## config.mk

```make
export PLATFORM = sky130hd
export DESIGN_NAME = acs_sequencer
export DESIGN_NICKNAME = d
export VERILOG_FILES = /design/src/rtl/acs_pkg.sv /design/src/rtl/acs_decimator.sv /design/src/rtl/acs_sequencer.sv
export VERILOG_INCLUDE_DIRS = /design/src /design/src/rtl
export SDC_FILE = /design/constraint.sdc
export NUM_CORES = 1
export LEC_CHECK = 0
export ABC_CLOCK_PERIOD_IN_PS = 4600
export BUFFER_PORTS_ARGS = -buffer_cell sky130_fd_sc_hd__buf_2
export CAP_MARGIN = 20
export CORE_MARGIN = 3
export CORE_UTILIZATION = 30
export CTS_CLUSTER_DIAMETER = 200
export DETAILED_ROUTE_END_ITERATION = 8
export PLACE_DENSITY = 0.57
export SETUP_SLACK_MARGIN = 0.5
export SYNTH_ARGS = -nofsm -noshare
export SYNTH_HDL_FRONTEND = slang
export SYNTH_SLANG_ARGS = --single-unit
```

## constraint.sdc

```tcl
create_clock -name clk -period 4.6 [get_ports clk]
set_input_delay 0.92 -clock clk [delete_from_list [all_inputs] [get_ports clk]]
set_output_delay 0.92 -clock clk [all_outputs]
set_load 0.005 [all_outputs]
```

## src/rtl/acs_consts.svh

```systemverilog
// Constants for the conversion sequencer: mode codes, counts and timing
`ifndef ACS_CONSTS_SVH
`define ACS_CONSTS_SVH

// ----------------------------------------------------------------------
// Mode select codes
// ----------------------------------------------------------------------
`define ACS_MODE_SINGLE 2'h0
`define ACS_MODE_MULTI 2'h1
`define ACS_MODE_CONT 2'h2
`define ACS_MODE_TURBO 2'h3

// ----------------------------------------------------------------------
// Decimator pipeline and resolution
// ----------------------------------------------------------------------
`define ACS_PRIME_CONV 3
`define ACS_PIPE_DEPTH 4
`define ACS_RES_HI_BITS 12
`define ACS_RES_LO_BITS 8
`define ACS_RATE_HI_KSPS 192
`define ACS_RATE_LO_KSPS 384
`define ACS_CLK_MHZ 200

// ----------------------------------------------------------------------
// Clock cycles per conversion, each period rounded down
// ----------------------------------------------------------------------
`define ACS_CYC_HI ((`ACS_CLK_MHZ * 1000) / `ACS_RATE_HI_KSPS)
`define ACS_CYC_LO ((`ACS_CLK_MHZ * 1000) / `ACS_RATE_LO_KSPS)

`endif

```

## src/rtl/acs_pkg.sv

```systemverilog
// Types shared by the conversion sequencer files
package acs_pkg;

    // ------------------------------------------------------------------
    // Sequencer states
    // ------------------------------------------------------------------
    typedef enum logic [1:0] {
        ACS_IDLE,
        ACS_CONVERT,
        ACS_HOLD
    } acs_state_t;

endpackage

```

## src/rtl/acs_decimator.sv

```systemverilog
// Four-tap decimator: result is the sum of the four latest modulator samples
`timescale 1ns/1ps
`include "acs_consts.svh"

module acs_decimator #(
    parameter int DATA_W = `ACS_RES_HI_BITS,
    parameter int DEPTH = `ACS_PIPE_DEPTH
) (
    input wire logic clk,
    input wire logic rstSync_n,
    input wire logic clear,
    input wire logic sampleStrobe,
    input wire logic [DATA_W-1:0] sampleIn,
    output logic [DATA_W-1:0] sumOut,
    output logic primed
);

    logic [DATA_W-1:0] tap_reg [DEPTH];
    logic [DATA_W-1:0] tap_next [DEPTH];
    logic [2:0] fill_reg;
    logic [2:0] fill_next;
    logic [DATA_W-1:0] acc;

    // ------------------------------------------------------------------
    // Shift and fill count
    // ------------------------------------------------------------------
    // Clear wipes history so an earlier input cannot leak into a result
    always_comb begin
        tap_next = tap_reg;
        fill_next = fill_reg;
        if (clear) begin
            for (int i = 0; i < DEPTH; i++) begin
                tap_next[i] = '0;
            end
            fill_next = 3'h0;
        end else if (sampleStrobe) begin
            tap_next[0] = sampleIn;
            for (int i = 1; i < DEPTH; i++) begin
                tap_next[i] = tap_reg[i-1];
            end
            if (fill_reg < 3'(DEPTH)) begin
                fill_next = fill_reg + 3'h1;
            end
        end
    end

    always_ff @(posedge clk or negedge rstSync_n) begin
        if (!rstSync_n) begin
            for (int i = 0; i < DEPTH; i++) begin
                tap_reg[i] <= '0;
            end
            fill_reg <= 3'h0;
        end else begin
            tap_reg <= tap_next;
            fill_reg <= fill_next;
        end
    end

    // ------------------------------------------------------------------
    // Output sum, wraps at data width
    // ------------------------------------------------------------------
    // Summed from the next taps so the sample strobed this cycle counts
    always_comb begin
        acc = '0;
        for (int i = 0; i < DEPTH; i++) begin
            acc = acc + tap_next[i];
        end
    end

    assign sumOut = acc;
    assign primed = (fill_reg == 3'(DEPTH));

endmodule // acs_decimator

```

## src/rtl/acs_sequencer.sv

```systemverilog
// Conversion sequencer: triggering, priming, modes and end-of-conversion
`timescale 1ns/1ps
`include "acs_consts.svh"

module acs_sequencer #(
    parameter int CYC_HI = `ACS_CYC_HI,
    parameter int CYC_LO = `ACS_CYC_LO
) (
    input wire logic clk,
    input wire logic rst_n,
    input wire logic [1:0] modeSel,
    input wire logic lowRes,
    input wire logic swStart,
    input wire logic convStart,
    input wire logic muxChange,
    input wire logic modBit,
    input wire logic resultRead,
    output logic [`ACS_RES_HI_BITS-1:0] result,
    output logic resultValid,
    output logic statusDone,
    output logic convDone,
    output logic busy
);

    localparam int RW = `ACS_RES_HI_BITS;

    // ------------------------------------------------------------------
    // Reset release and start pin synchroniser
    // ------------------------------------------------------------------
    logic rstA_reg, rstB_reg, rstSync_n;
    logic [2:0] startSync_reg;
    logic startSeen_reg;

    always_ff @(posedge clk or negedge rst_n) begin
        if (!rst_n) begin
            rstA_reg <= 1'b0;
            rstB_reg <= 1'b0;
        end else begin
            rstA_reg <= 1'b1;
            rstB_reg <= rstA_reg;
        end
    end
    assign rstSync_n = rstB_reg;

    logic [2:0] startSync_next;
    logic startSeen_next;
    // Pin is asynchronous; a change counts once stages two and three agree
    always_comb begin
        startSync_next = {startSync_reg[1:0], convStart};
        startSeen_next = startSeen_reg;
        if (startSync_reg[1] == startSync_reg[2]) begin
            startSeen_next = startSync_reg[2];
        end
    end

    always_ff @(posedge clk or negedge rstSync_n) begin
        if (!rstSync_n) begin
            startSync_reg <= 3'h0;
            startSeen_reg <= 1'b0;
        end else begin
            startSync_reg <= startSync_next;
            startSeen_reg <= startSeen_next;
        end
    end

    // Rising edge; a floating-low pin never fires, so continuous still runs
    logic startEdge;
    assign startEdge = startSeen_next & ~startSeen_reg;

    // ------------------------------------------------------------------
    // Sequencer state
    // ------------------------------------------------------------------
    acs_pkg::acs_state_t state_reg, state_next;
    logic [15:0] cyc_reg, cyc_next;
    logic [2:0] conv_reg, conv_next;
    logic [RW-1:0] sample_reg, sample_next;
    logic [RW-1:0] result_reg, result_next;
    logic done_reg, done_next;
    logic valid_reg, valid_next;
    logic [2:0] since_reg, since_next;
    logic [1:0] modeRun_reg, modeRun_next;
    logic lowRun_reg, lowRun_next;

    logic trig;
    logic periodEnd;
    logic decClear;
    logic [RW-1:0] decSum;
    logic [RW-1:0] sampleFull;
    logic [15:0] cycLimit;
    logic repeatMode;

    assign trig = swStart | startEdge;
    assign sampleFull = sample_reg + RW'(modBit);
    assign cycLimit = lowRun_reg ? 16'(CYC_LO - 1) : 16'(CYC_HI - 1);
    assign periodEnd = (state_reg == acs_pkg::ACS_CONVERT) && (cyc_reg == cycLimit);
    // Multi and turbo restart automatically, continuous free-runs
    assign repeatMode = (modeRun_reg != `ACS_MODE_SINGLE);

    // Each new sample in multi/turbo starts from a wiped decimator
    assign decClear = muxChange | (state_reg != acs_pkg::ACS_CONVERT);

    // ------------------------------------------------------------------
    // Next-state logic
    // ------------------------------------------------------------------
    always_comb begin
        state_next = state_reg;
        cyc_next = cyc_reg;
        conv_next = conv_reg;
        sample_next = sample_reg;
        result_next = result_reg;
        done_next = done_reg;
        valid_next = valid_reg;
        since_next = since_reg;
        modeRun_next = modeRun_reg;
        lowRun_next = lowRun_reg;

        // Modulator bits accumulate into one conversion sample
        if (state_reg == acs_pkg::ACS_CONVERT) begin
            sample_next = sampleFull;
            cyc_next = cyc_reg + 16'h1;
        end

        // Input switch: results invalid until four more samples
        if (muxChange) begin
            since_next = 3'h0;
            valid_next = 1'b0;
        end

        unique case (state_reg)
            acs_pkg::ACS_IDLE: begin
                // Standby: nothing converts until a trigger
                if (trig) begin
                    state_next = acs_pkg::ACS_CONVERT;
                    modeRun_next = modeSel;
                    lowRun_next = lowRes;
                    cyc_next = 16'h0;
                    conv_next = 3'h0;
                    sample_next = '0;
                end
            end
            acs_pkg::ACS_CONVERT: begin
                if (periodEnd) begin
                    cyc_next = 16'h0;
                    sample_next = '0;
                    if (!muxChange && since_reg < 3'(`ACS_PIPE_DEPTH)) begin
                        since_next = since_reg + 3'h1;
                    end
                    if (conv_reg < 3'(`ACS_PRIME_CONV)) begin
                        conv_next = conv_reg + 3'h1;
                    end else begin
                        // Fourth conversion: result ready
                        result_next = lowRun_reg ?
                            {decSum[RW-1 -: `ACS_RES_LO_BITS], 4'h0} : decSum;
                        done_next = 1'b1;
                        valid_next = !muxChange && (since_reg >= 3'(`ACS_PIPE_DEPTH - 1));
                        if (modeRun_reg == `ACS_MODE_CONT) begin
                            conv_next = 3'(`ACS_PRIME_CONV);
                        end else if (repeatMode) begin
                            state_next = acs_pkg::ACS_HOLD;
                            conv_next = 3'h0;
                        end else begin
                            state_next = acs_pkg::ACS_HOLD;
                        end
                    end
                end
            end
            acs_pkg::ACS_HOLD: begin
                // One idle cycle resets the decimator between samples
                if (repeatMode) begin
                    state_next = acs_pkg::ACS_CONVERT;
                    conv_next = 3'h0;
                    cyc_next = 16'h0;
                end else if (resultRead || !done_reg) begin
                    state_next = acs_pkg::ACS_IDLE;
                end
            end
            default: begin
                state_next = acs_pkg::ACS_IDLE;
            end
        endcase

        // Read clears done unless a new result lands this cycle
        if (resultRead && !(periodEnd && conv_reg >= 3'(`ACS_PRIME_CONV))) begin
            done_next = 1'b0;
        end
    end

    // ------------------------------------------------------------------
    // State registers
    // ------------------------------------------------------------------
    always_ff @(posedge clk or negedge rstSync_n) begin
        if (!rstSync_n) begin
            state_reg <= acs_pkg::ACS_IDLE;
            cyc_reg <= 16'h0;
            conv_reg <= 3'h0;
            sample_reg <= '0;
            result_reg <= '0;
            done_reg <= 1'b0;
            valid_reg <= 1'b0;
            since_reg <= 3'(`ACS_PIPE_DEPTH);
            modeRun_reg <= `ACS_MODE_SINGLE;
            lowRun_reg <= 1'b0;
        end else begin
            state_reg <= state_next;
            cyc_reg <= cyc_next;
            conv_reg <= conv_next;
            sample_reg <= sample_next;
            result_reg <= result_next;
            done_reg <= done_next;
            valid_reg <= valid_next;
            since_reg <= since_next;
            modeRun_reg <= modeRun_next;
            lowRun_reg <= lowRun_next;
        end
    end

    // ------------------------------------------------------------------
    // Decimator
    // ------------------------------------------------------------------
    acs_decimator #(
        .DATA_W(RW),
        .DEPTH(`ACS_PIPE_DEPTH)
    ) uDecimator (
        .clk(clk),
        .rstSync_n(rstSync_n),
        .clear(decClear),
        .sampleStrobe(periodEnd),
        .sampleIn(sampleFull),
        .sumOut(decSum),
        .primed()
    );

    // ------------------------------------------------------------------
    // Outputs; status and pin share one flop so they clear together
    // ------------------------------------------------------------------
    assign result = result_reg;
    assign resultValid = valid_reg;
    assign statusDone = done_reg;
    assign convDone = done_reg;
    assign busy = (state_reg != acs_pkg::ACS_IDLE);

endmodule // acs_sequencer

```

==> results of run 1 <==
## repair_timing
item                                    CTS  global route
pin swaps                                39            20
endpoints found under the setup margin    7             9
buffers inserted                         17             3
gates cloned                              2             1
gates resized for setup                  30            18
## how the worst min path moves through the flow
stage                     cells after the start  endpoint
after floorplan                               0  rstB_reg
after global placement                        0  rstB_reg
after detailed placement                      0  rstB_reg
after CTS                                     1  rstB_reg
after global routing                          1  rstB_reg
final                                         1  rstB_reg
## layout by cell type (no fill, tap or decap), drive strengths merged, types with 2 or more instances in the layout
cell type and instances:
a31oi 2, o21a 2, and2 2, ha 23
nand3 12, a21o 4, o211ai 3, fa 22
dfrtp 106, o21bai 2, mux2i 4, xor2 35
nor2 83, nor3 5, inv 60, nand4 10
and3 5, clkinv 3, a21oi 18, mux2 5
nand2 46, o22ai 36, o21ai 26, or4 5
xnor2 12, buf 71, o221ai 3, nand2b 12
nor4b 2, clkbuf 12, nor4 4, or2 4
o31ai 2
## where the power goes
part / internal [µW] / total (µW) / switching, µW
clock: 435 / 784 / 349
sequential: 992 / 1060 / 73.2
combinational: 195 / 523 / 328
total: 1620 / 2370 / 750
## worst max-delay path, cell delays in order (launching register included)
cell,delay [ps]
dfrtp_2,440
nor4b_4,360
nor2_4,80
or4_4,640
buf_8,180
o22ai_2,100
nor2_2,70
fa_1,540
inv_1,50
fa_1,490
inv_2,50
ha_4,150
or4_4,530
o21ai_2,70
a21oi_2,50
a21o_1,180
a21oi_2,140
xnor2_1,130
o21ai_1,70
## routing by layer
metal | global-route usage [%] | vias to the layer above | wire (µm)
met2 | 21.76 | 73 | 6604
li1 | - | 2135 | -
met4 | 3.904 | 0 | 248
met3 | 4.004 | 18 | 559
met1 | 16.45 | 2199 | 6140
met5 | 0 | - | 0
## stage by stage
step           std cells  hold slack, ps  power [µW]
2_1_floorplan        596           331.2        1424
3_3_place_gp         880           338.8        1567
3_5_place_dp         881           346.4        1591
4_1_cts              915           314.8        2392
5_1_grt              919           310.0        2501
6_report             919           326.7        2372
## cell families (layout without fill, tap and decap cells)
family / count (synthesis) / count (layout) / share of synthesized area, %
multiplexers: 9 / 9 / 1.633
flip-flops: 107 / 107 / 45.42
buffers and inverters: 86 / 147 / 5.812
XOR/XNOR: 48 / 48 / 7.361
AND/OR/NAND/NOR: 193 / 195 / 15.95
AO/OA/AOI/OAI: 106 / 106 / 11.24
adder cells (fa/ha/maj): 46 / 46 / 12.52
other: 1 / 1 / 0.06358
## layout make-up
class	instances	share of cell area, %
inverter	60	3.107
timing repair buffer	72	7.475
tap	260	4.488
multi-input combinational	405	43.83
clock buffer	11	3.349
clock inverter	4	0.7250
sequential	107	37.03
==> reports/metrics.yaml, run 1 <==
yosysMostFrequentCell: "dfrtp_1"
die_h_um: 146.2
p_per_area_nw_per_um2: 327.3
drtIter0Drc: 210
grt_pass1_wl_mm: 22.74
arrival_ps: 4670
slew_headroom_pct: 37.46
crit_path_end: "result[11]"
netlist_instances: 596
pre_cts_ws_ps: 28.40
wl_per_cell_um: 14.75
status: "complete, no violations"
p_leak_uw: 0.003353
ys_seq_area_share_pct: 45.42
drv_cap: 0
fp.coreArea_um2: 19020
yosys.area.top_type_share_pct: 44.97
hold_buffers: 0
port_buffers: 25
ys.warnings.count: 0
synth.largest_area_cell: "dfrtp_1"
end_kind: "flip-flop"
antenna_found_initial: 0
cts-root-buf: "clkbuf_16"
grt_overflow: 0
avgViaCountPerCell: 4.815
layout-drive-gt1-share_pct: 24.58
clkLatencyLatePin_ps: 360
finalMaxSlewViolations: 0
layout.nets: 710
startpoint_type: "flip-flop"
min_period_over_period_pct: 96.46
drtPass1Iterations: 4
n_fill_cell: 1879
tns_ps: 0
max_freq_mhz: 225.4
ant_nets: 0
rr_startpoint: "lowRun_reg"
hold_violations: 0
synth_seq_cells: 107
startpoint: "lowRun_reg"
clockBufferDepth: 2
finalInstanceArea_um2: 7248
fp.dieArea_um2: 21380
ff2ff_path_depth: 18
fin_util_pct: 38.11
reg2reg_to: "result[11]"
largest_register_ffs: 48
synth_area_per_cell_um2: 9.896
grt_max_degree: 72
first_global_vias: 4659
die_w_um: 146.2
fin_ws_ps: 162.8
setup_viol: 0
final-seq-area_um2: 2684
htreeDepth: 3
ir_drop_mv: 0.3086
fin_crit_ps: 4437
critPathKind: "reg -> reg"
start_util_pct: 31.01
drc_errors: 0
rsz0062_at_grt: "yes"
grt_use_total_pct: 13.09
synthTopCellsByArea: "dfrtp_1, fa_1, nor2_1, xor2_1, ha_1"
multi_input_area_um2: 3177
path_clk_slew_ps: 70
critPathRequiredTime_ps: 4840
routed_wl_mm: 13.55
pin_count: 26
crit_fanout: 8
placementRows: 50
synthFlopType: "dfrtp_1"
cts.sinks: 107
netlist_top_cells_count: "dfrtp_1, nor2_1, inv_1"
async_reset_ff_share_pct: 100.0
vias: 4425
tritoncts: "yes"
routabilityCongestion: 0.7885
antennaDiodeCount: 0
r2r_setup_slack_ps: 160
worst_pin_slew_ps: 938.1
dpl_cell_area_um2: 6571
syn-cell-area_um2: 5898
synth.distinct_cells: 63
dp_hpwl_mm: 9.565
fin_skew_ps: 8.111
numCtsBuffers: 9
synth_edf_count: 0
syn_to_final_growth_pct: 22.89
hold_path.class: "in -> async"
syn-num-nets: 651
Power figures use the tool's default switching activity.
==> run 2, diff against run 1 <==
--- a/config.mk
+++ b/config.mk
@@ -9,12 +9,15 @@
 export ABC_CLOCK_PERIOD_IN_PS = 4600
 export BUFFER_PORTS_ARGS = -buffer_cell sky130_fd_sc_hd__buf_2
 export CAP_MARGIN = 20
+export CELL_PAD_IN_SITES_DETAIL_PLACEMENT = 1
+export CELL_PAD_IN_SITES_GLOBAL_PLACEMENT = 1
 export CORE_MARGIN = 3
 export CORE_UTILIZATION = 30
 export CTS_CLUSTER_DIAMETER = 200
 export DETAILED_ROUTE_END_ITERATION = 8
-export PLACE_DENSITY = 0.57
+export PLACE_DENSITY = 0.65
 export SETUP_SLACK_MARGIN = 0.5
 export SYNTH_ARGS = -nofsm -noshare
 export SYNTH_HDL_FRONTEND = slang
+export SYNTH_HIERARCHICAL = 1
 export SYNTH_SLANG_ARGS = --single-unit
==> run 2 against run 1 <==
Die area increased by 3.2%. Final cell count rose by 6.7%. Critical path type unchanged. Register-to-register slack got worse by 97 ps. First-iteration DRC count increased by 1.4%.
==> reports/metrics.yaml, run 2 <==
status: "complete, no violations"  # unchanged
netlist_instances: 601  # was 596
fin_crit_ps: 4534  # was 4437 ps
synth_area_per_cell_um2: 10.14  # was 9.896 µm²
wl_per_cell_um: 16.73  # was 14.75 µm
numCtsBuffers: 9  # unchanged
drtIter0Drc: 213  # was 210
clockBufferDepth: 2  # unchanged
rsz0062_at_grt: "yes"  # unchanged
p_leak_uw: 0.003695  # was 0.003353 µW
clkLatencyLatePin_ps: 360  # about the same
port_buffers: 25  # unchanged
setup_viol: 0  # unchanged
syn_to_final_growth_pct: 29.80  # was 22.89%
tritoncts: "yes"  # unchanged
ir_drop_mv: 0.2062  # was 0.3086 mV
fin_util_pct: 40.14  # was 38.11%
die_w_um: 148.6  # was 146.2 µm
htreeDepth: 3  # unchanged
routed_wl_mm: 16.42  # was 13.55 mm
cts-root-buf: "clkbuf_16"  # unchanged
routabilityCongestion: 0.7817  # was 0.7885
dp_hpwl_mm: 10.06  # was 9.565 mm
grt_pass1_wl_mm: 26.31  # was 22.74 mm
min_period_over_period_pct: 98.56  # was 96.46%
vias: 4663  # was 4,425
grt_max_degree: 64  # was 72
max_freq_mhz: 220.6  # was 225.4 MHz
p_per_area_nw_per_um2: 300.1  # was 327.3 nW/µm²
syn-num-nets: 655  # was 651
grt_use_total_pct: 14.85  # was 13.09%
ys.warnings.count: 6  # was 0
finalInstanceArea_um2: 7914  # was 7248 µm²
end_kind: "flip-flop"  # unchanged
mostFrequentLayoutCell: "dfrtp_1"  # unchanged
largest_register_ffs: 48  # unchanged
startpoint_type: "flip-flop"  # unchanged
finalMaxSlewViolations: 0  # unchanged
drtPass1Iterations: 4  # unchanged
hold_path.class: "in -> async"  # unchanged
fp.dieArea_um2: 22070  # was 21,380 µm²
syn-cell-area_um2: 6097  # was 5898 µm²
critPathKind: "reg -> reg"  # unchanged
slew_headroom_pct: 39.59  # was 37.46%
arrival_ps: 4780  # was 4670 ps
hold_violations: 0  # unchanged
antenna_found_initial: 0  # unchanged
placementRows: 51  # was 50
critPathRequiredTime_ps: 4840  # about the same
worst_pin_slew_ps: 906.1  # was 938.1 ps
mostFrequentLayoutCells: "dfrtp_1, inv_1, buf_4, nor2_1, mux2i_1"  # was dfrtp_1, nor2_1, inv_1, nand2_1, buf_4
drc_errors: 0  # unchanged
drv_cap: 0  # unchanged
crit_fanout: 6  # was 8
antennaDiodeCount: 0  # unchanged
ant_nets: 0  # unchanged
first_global_vias: 5094  # was 4,659
fin_skew_ps: 5.834  # was 8.111 ps
start_util_pct: 30.92  # was 31.01%
die_h_um: 148.6  # was 146.2 µm
cts.sinks: 107  # unchanged
pin_count: 26  # unchanged
grt_overflow: 0  # unchanged
hold_buffers: 0  # unchanged
path_clk_slew_ps: 70  # about the same
avgViaCountPerCell: 4.753  # was 4.815
layout-drive-gt1-share_pct: 28.63  # was 24.58%
layout.nets: 765  # was 710
dpl_cell_area_um2: 6671  # was 6571 µm²
fp.coreArea_um2: 19720  # was 19,020 µm²
==> run 2: metrics by stage <==
step | total power [µW] | instances | setup slack (ps) | hold WS (ps) | setup TNS [ps]
after global routing | 2507 | 981 | -116.8 | 321.9 | -508.1
after floorplan | 1386 | 601 | 90.33 | 331.2 | 0
after CTS | 2365 | 967 | 190.6 | 327.8 | 0
after global placement | 1528 | 888 | 107.1 | 338.5 | 0
final | 2375 | 981 | 66.12 | 332.1 | 0
after detailed placement | 1554 | 888 | 12.44 | 341.0 | 0
==> run 2: path summary, 6_finish.rpt <==
path	slack, ps	start	to	depth (start not counted)
hold reg to reg	360	rstA_reg	rstB_reg	0
setup reg to reg	70	cyc_reg[8]	result[9]	20
max in group asynchronous	3040	rstB_reg	cyc_reg[2]	1
min in group clk	360	rstA_reg	rstB_reg	0
hold / removal	330	rst_n	rstB_reg	1
setup / recovery	70	cyc_reg[8]	result[9]	20
==> run 2: report_power, final <==
part | internal (µW) | switching, µW
clock | 383 | 359
sequential | 988 | 72.7
combinational | 232 | 340
total | 1600 | 771
==> run 2: area by class of cell <==
type | count | area (µm²)
clock buffers | 12 | 246.5
multi-input cells | 401 | 3278
flip-flops and latches | 107 | 2686
clock inverters | 4 | 26.28
repair buffers | 125 | 1094
fillers | 2191 | 11800
inverters | 67 | 251.5
well taps | 265 | 331.6
==> run 2: layer usage <==
layer	GRT usage [%]	vias up	routed length, µm
met2	26.94	34	8951
met3	1.859	18	226
met5	0	-	0
met1	18.02	2396	6925
met4	5.497	0	312
li1	-	2215	-
==> run 2: critical path, stage by stage, from the launching register on <==
cell and delay, ps:
dfrtp_1 440, nor4_2 280, nand3_1 150, a21o_1 230, nor2_4 160, buf_12 150
buf_12 130, mux2i_4 250, nor2_4 60, fa_1 540, inv_1 50, fa_1 460
buf_6 140, fa_2 390, nor2b_2 130, o21ai_1 80, nand2b_1 160, a21oi_2 100
buf_4 150, xnor2_2 120, mux2_4 250
==> run 2: repair_timing <==
item                                    CTS  global route
endpoints found under the setup margin    8            17
resized for setup                        49            37
gates cloned                              1             2
buffers inserted                         62            12
pin swaps                                 4            21
==> run 3, diff against run 2 <==
--- a/config.mk
+++ b/config.mk
@@ -6,7 +6,7 @@
 export SDC_FILE = /design/constraint.sdc
 export NUM_CORES = 1
 export LEC_CHECK = 0
-export ABC_CLOCK_PERIOD_IN_PS = 4600
+export ABC_CLOCK_PERIOD_IN_PS = 4200
 export BUFFER_PORTS_ARGS = -buffer_cell sky130_fd_sc_hd__buf_2
 export CAP_MARGIN = 20
 export CELL_PAD_IN_SITES_DETAIL_PLACEMENT = 1
==> constraint.sdc (replaced) <==
create_clock -name clk -period 4.2 [get_ports clk]
set_input_delay 0.84 -clock clk [delete_from_list [all_inputs] [get_ports clk]]
set_output_delay 0.84 -clock clk [all_outputs]
set_load 0.005 [all_outputs]
==> run 3 against run 2 <==
The run now ends with setup timing left. Global-route usage is 0.49 points lower. Sequential power is 8% higher. First-iteration DRC count is 24% lower. Routed wire length is 4.8% lower. Clock power is 26% higher. Final cell count is 1.9% lower. Die area stayed put. Final area is 0.43% lower. Sequential share of layout area is 0.11 points higher. Fmax is 0.91% higher.
==> reports/metrics.yaml, run 3 (same netlist as run 2, synthesis figures left out) <==
status: "finished with violations"  # was complete, no violations
violations: "setup timing"
drc_errors: 0  # unchanged
rsz0062_at_grt: "yes"  # unchanged
fp.dieArea_um2: 22070  # unchanged
hold_buffers: 0  # unchanged
p_per_area_nw_per_um2: 342.6  # was 300.1 nW/µm²
vias: 4547  # was 4,663
tritoncts: "yes"  # unchanged
pin_count: 26  # unchanged
mostFrequentLayoutCells: "dfrtp_1, buf_4, inv_1, nor2_1, mux2i_1"  # was dfrtp_1, inv_1, buf_4, nor2_1, mux2i_1
m1WireLength_mm: 6.990  # was 6.925 mm
ant_nets: 0  # unchanged
clkLatencyLatePin_ps: 350  # was 360 ps
die_w_um: 148.6  # unchanged
multi_input_area_um2: 3374  # was 3278 µm²
antenna_found_initial: 0  # unchanged
ir_drop_mv: 0.1850  # was 0.2062 mV
top_layer_used: "met4"  # unchanged
slew_headroom_pct: 32.72  # was 39.59%
drv_cap: 0  # unchanged
placementRows: 51  # unchanged
largest_register_ffs: 48  # unchanged
worst_pin_slew_ps: 1009  # was 906.1 ps
place_inst: 926  # was 888
die_h_um: 148.6  # unchanged
drtPass1Iterations: 4  # unchanged
port_buffers: 25  # unchanged
final-seq-area_um2: 2684  # was 2686 µm²
crit_fanout: 6  # unchanged
routed_wl_mm: 15.63  # was 16.42 mm
drtIter0Drc: 161  # was 213
wl_met2_mm: 8.233  # was 8.951 mm
dp_hpwl_mm: 10.49  # was 10.06 mm
routabilityCongestion: 0.7321  # was 0.7817
critPathKind: "reg -> reg"  # unchanged
cts-root-buf: "clkbuf_16"  # unchanged
fp.coreArea_um2: 19720  # unchanged
grt_pass1_wl_mm: 25.78  # was 26.31 mm
n_fill_cell: 2208  # was 2,191
max_freq_mhz: 222.6  # was 220.6 MHz
finalMaxSlewViolations: 0  # unchanged
end_kind: "flip-flop"  # unchanged
grt_overflow: 0  # unchanged
numCtsBuffers: 9  # unchanged
layout-drive-gt1-share_pct: 28.55  # was 28.63%
grt_max_degree: 77  # was 64
met3_length_um: 200  # was 226 µm
arrival_ps: 4730  # was 4780 ps
cts.sinks: 107  # unchanged
stdcell_count: 962  # was 981
path_clk_slew_ps: 70  # about the same
fin_ws_ps: -293.0  # was 66.12 ps
htreeDepth: 3  # unchanged
clockBufferDepth: 2  # unchanged
start_util_pct: 30.92  # unchanged
first_global_vias: 5141  # was 5,094
hold_path.class: "in -> async"  # unchanged
hold_violations: 0  # unchanged
antennaDiodeCount: 0  # unchanged
syn_to_final_growth_pct: 29.24  # was 29.80%
wl_per_cell_um: 16.25  # was 16.73 µm
critPathRequiredTime_ps: 4440  # was 4840 ps
mostFrequentLayoutCell: "dfrtp_1"  # unchanged
layout.nets: 746  # was 765
p_leak_uw: 0.003646  # was 0.003695 µW
min_period_over_period_pct: 107.0  # was 98.56%
grt_use_total_pct: 14.37  # was 14.85%
startpoint_type: "flip-flop"  # unchanged
fin_crit_ps: 4493  # was 4534 ps
avgViaCountPerCell: 4.727  # was 4.753
fin_skew_ps: 7.330  # was 5.834 ps
pre_cts_ws_ps: -340.2  # was 12.44 ps
setup_viol: 8  # was 0
==> run 3: timing repair <==
action | CTS | global route
cloned | 3 | 0
buffers inserted | 12 | 4
pin swaps | 11 | 19
setup endpoints to repair | 10 | 10
resized for setup | 36 | 34
==> run 3: path summary, 6_finish.rpt <==
kind | startpoint | end | slack (ps) | depth (start not counted)
max | cyc_reg[13] | result[9] | -290 | 21
min | rst_n | rstB_reg | 260 | 1
max reg2reg | cyc_reg[13] | result[9] | -290 | 21
min reg2reg | rstB_reg | result[5] | 260 | 0
max in group asynchronous | rstB_reg | startSync_reg[0] | 2930 | 2
min in group clk | rstA_reg | rstB_reg | 360 | 0
==> run 3: report_power, final <==
part           switching, µW  internal [µW]  leakage, µW
logic                    384            233      0.00205
registers               63.4           1080      0.00144
clock network            410            528     0.000156
==> run 3: layout make-up <==
class / count / share of cell area (%)
clock inverter: 7 / 1.254
tap: 265 / 4.208
sequential: 107 / 34.06
multi-input combinational: 401 / 42.82
timing repair buffer: 106 / 11.61
inverter: 67 / 3.191
clock buffer: 9 / 2.858
==> run 3: metrics by stage <==
step	util (%)	hold WS [ps]	TNS [ps]	total power, µW	cell area (µm²)
after floorplan	-	331.2	-1437	1519	6175
after global placement	35.48	338.2	-1040	1725	6997
after detailed placement	35.48	341.0	-1577	1763	6997
after CTS	38.92	241.9	-1481	2712	7674
after global routing	39.96	251.9	-3640	2852	7880
final	39.96	257.3	-1602	2699	7880
==> run 3: per-layer routing <==
| metal | vias to the layer above | track usage, % |
|---|---|---|
| met3 | 13 | 1.493 |
| met1 | 2336 | 18.12 |
| met5 | - | 0 |
| li1 | 2177 | - |
| met4 | 0 | 4.573 |
| met2 | 21 | 25.85 |
==> run 3: critical path, cell delays in order (launching register included) <==
cell,delay (ps)
dfrtp_1,400
nor4_2,270
nand3_1,160
a21o_1,230
nor2_4,130
buf_12,140
buf_6,90
buf_6,90
mux2i_2,230
nor2_2,70
fa_1,470
fa_1,520
ha_2,200
inv_2,50
fa_2,340
nor2b_2,140
o21ai_1,70
nand2b_1,160
a21oi_2,90
buf_4,150
xnor2_2,120
mux2_4,260
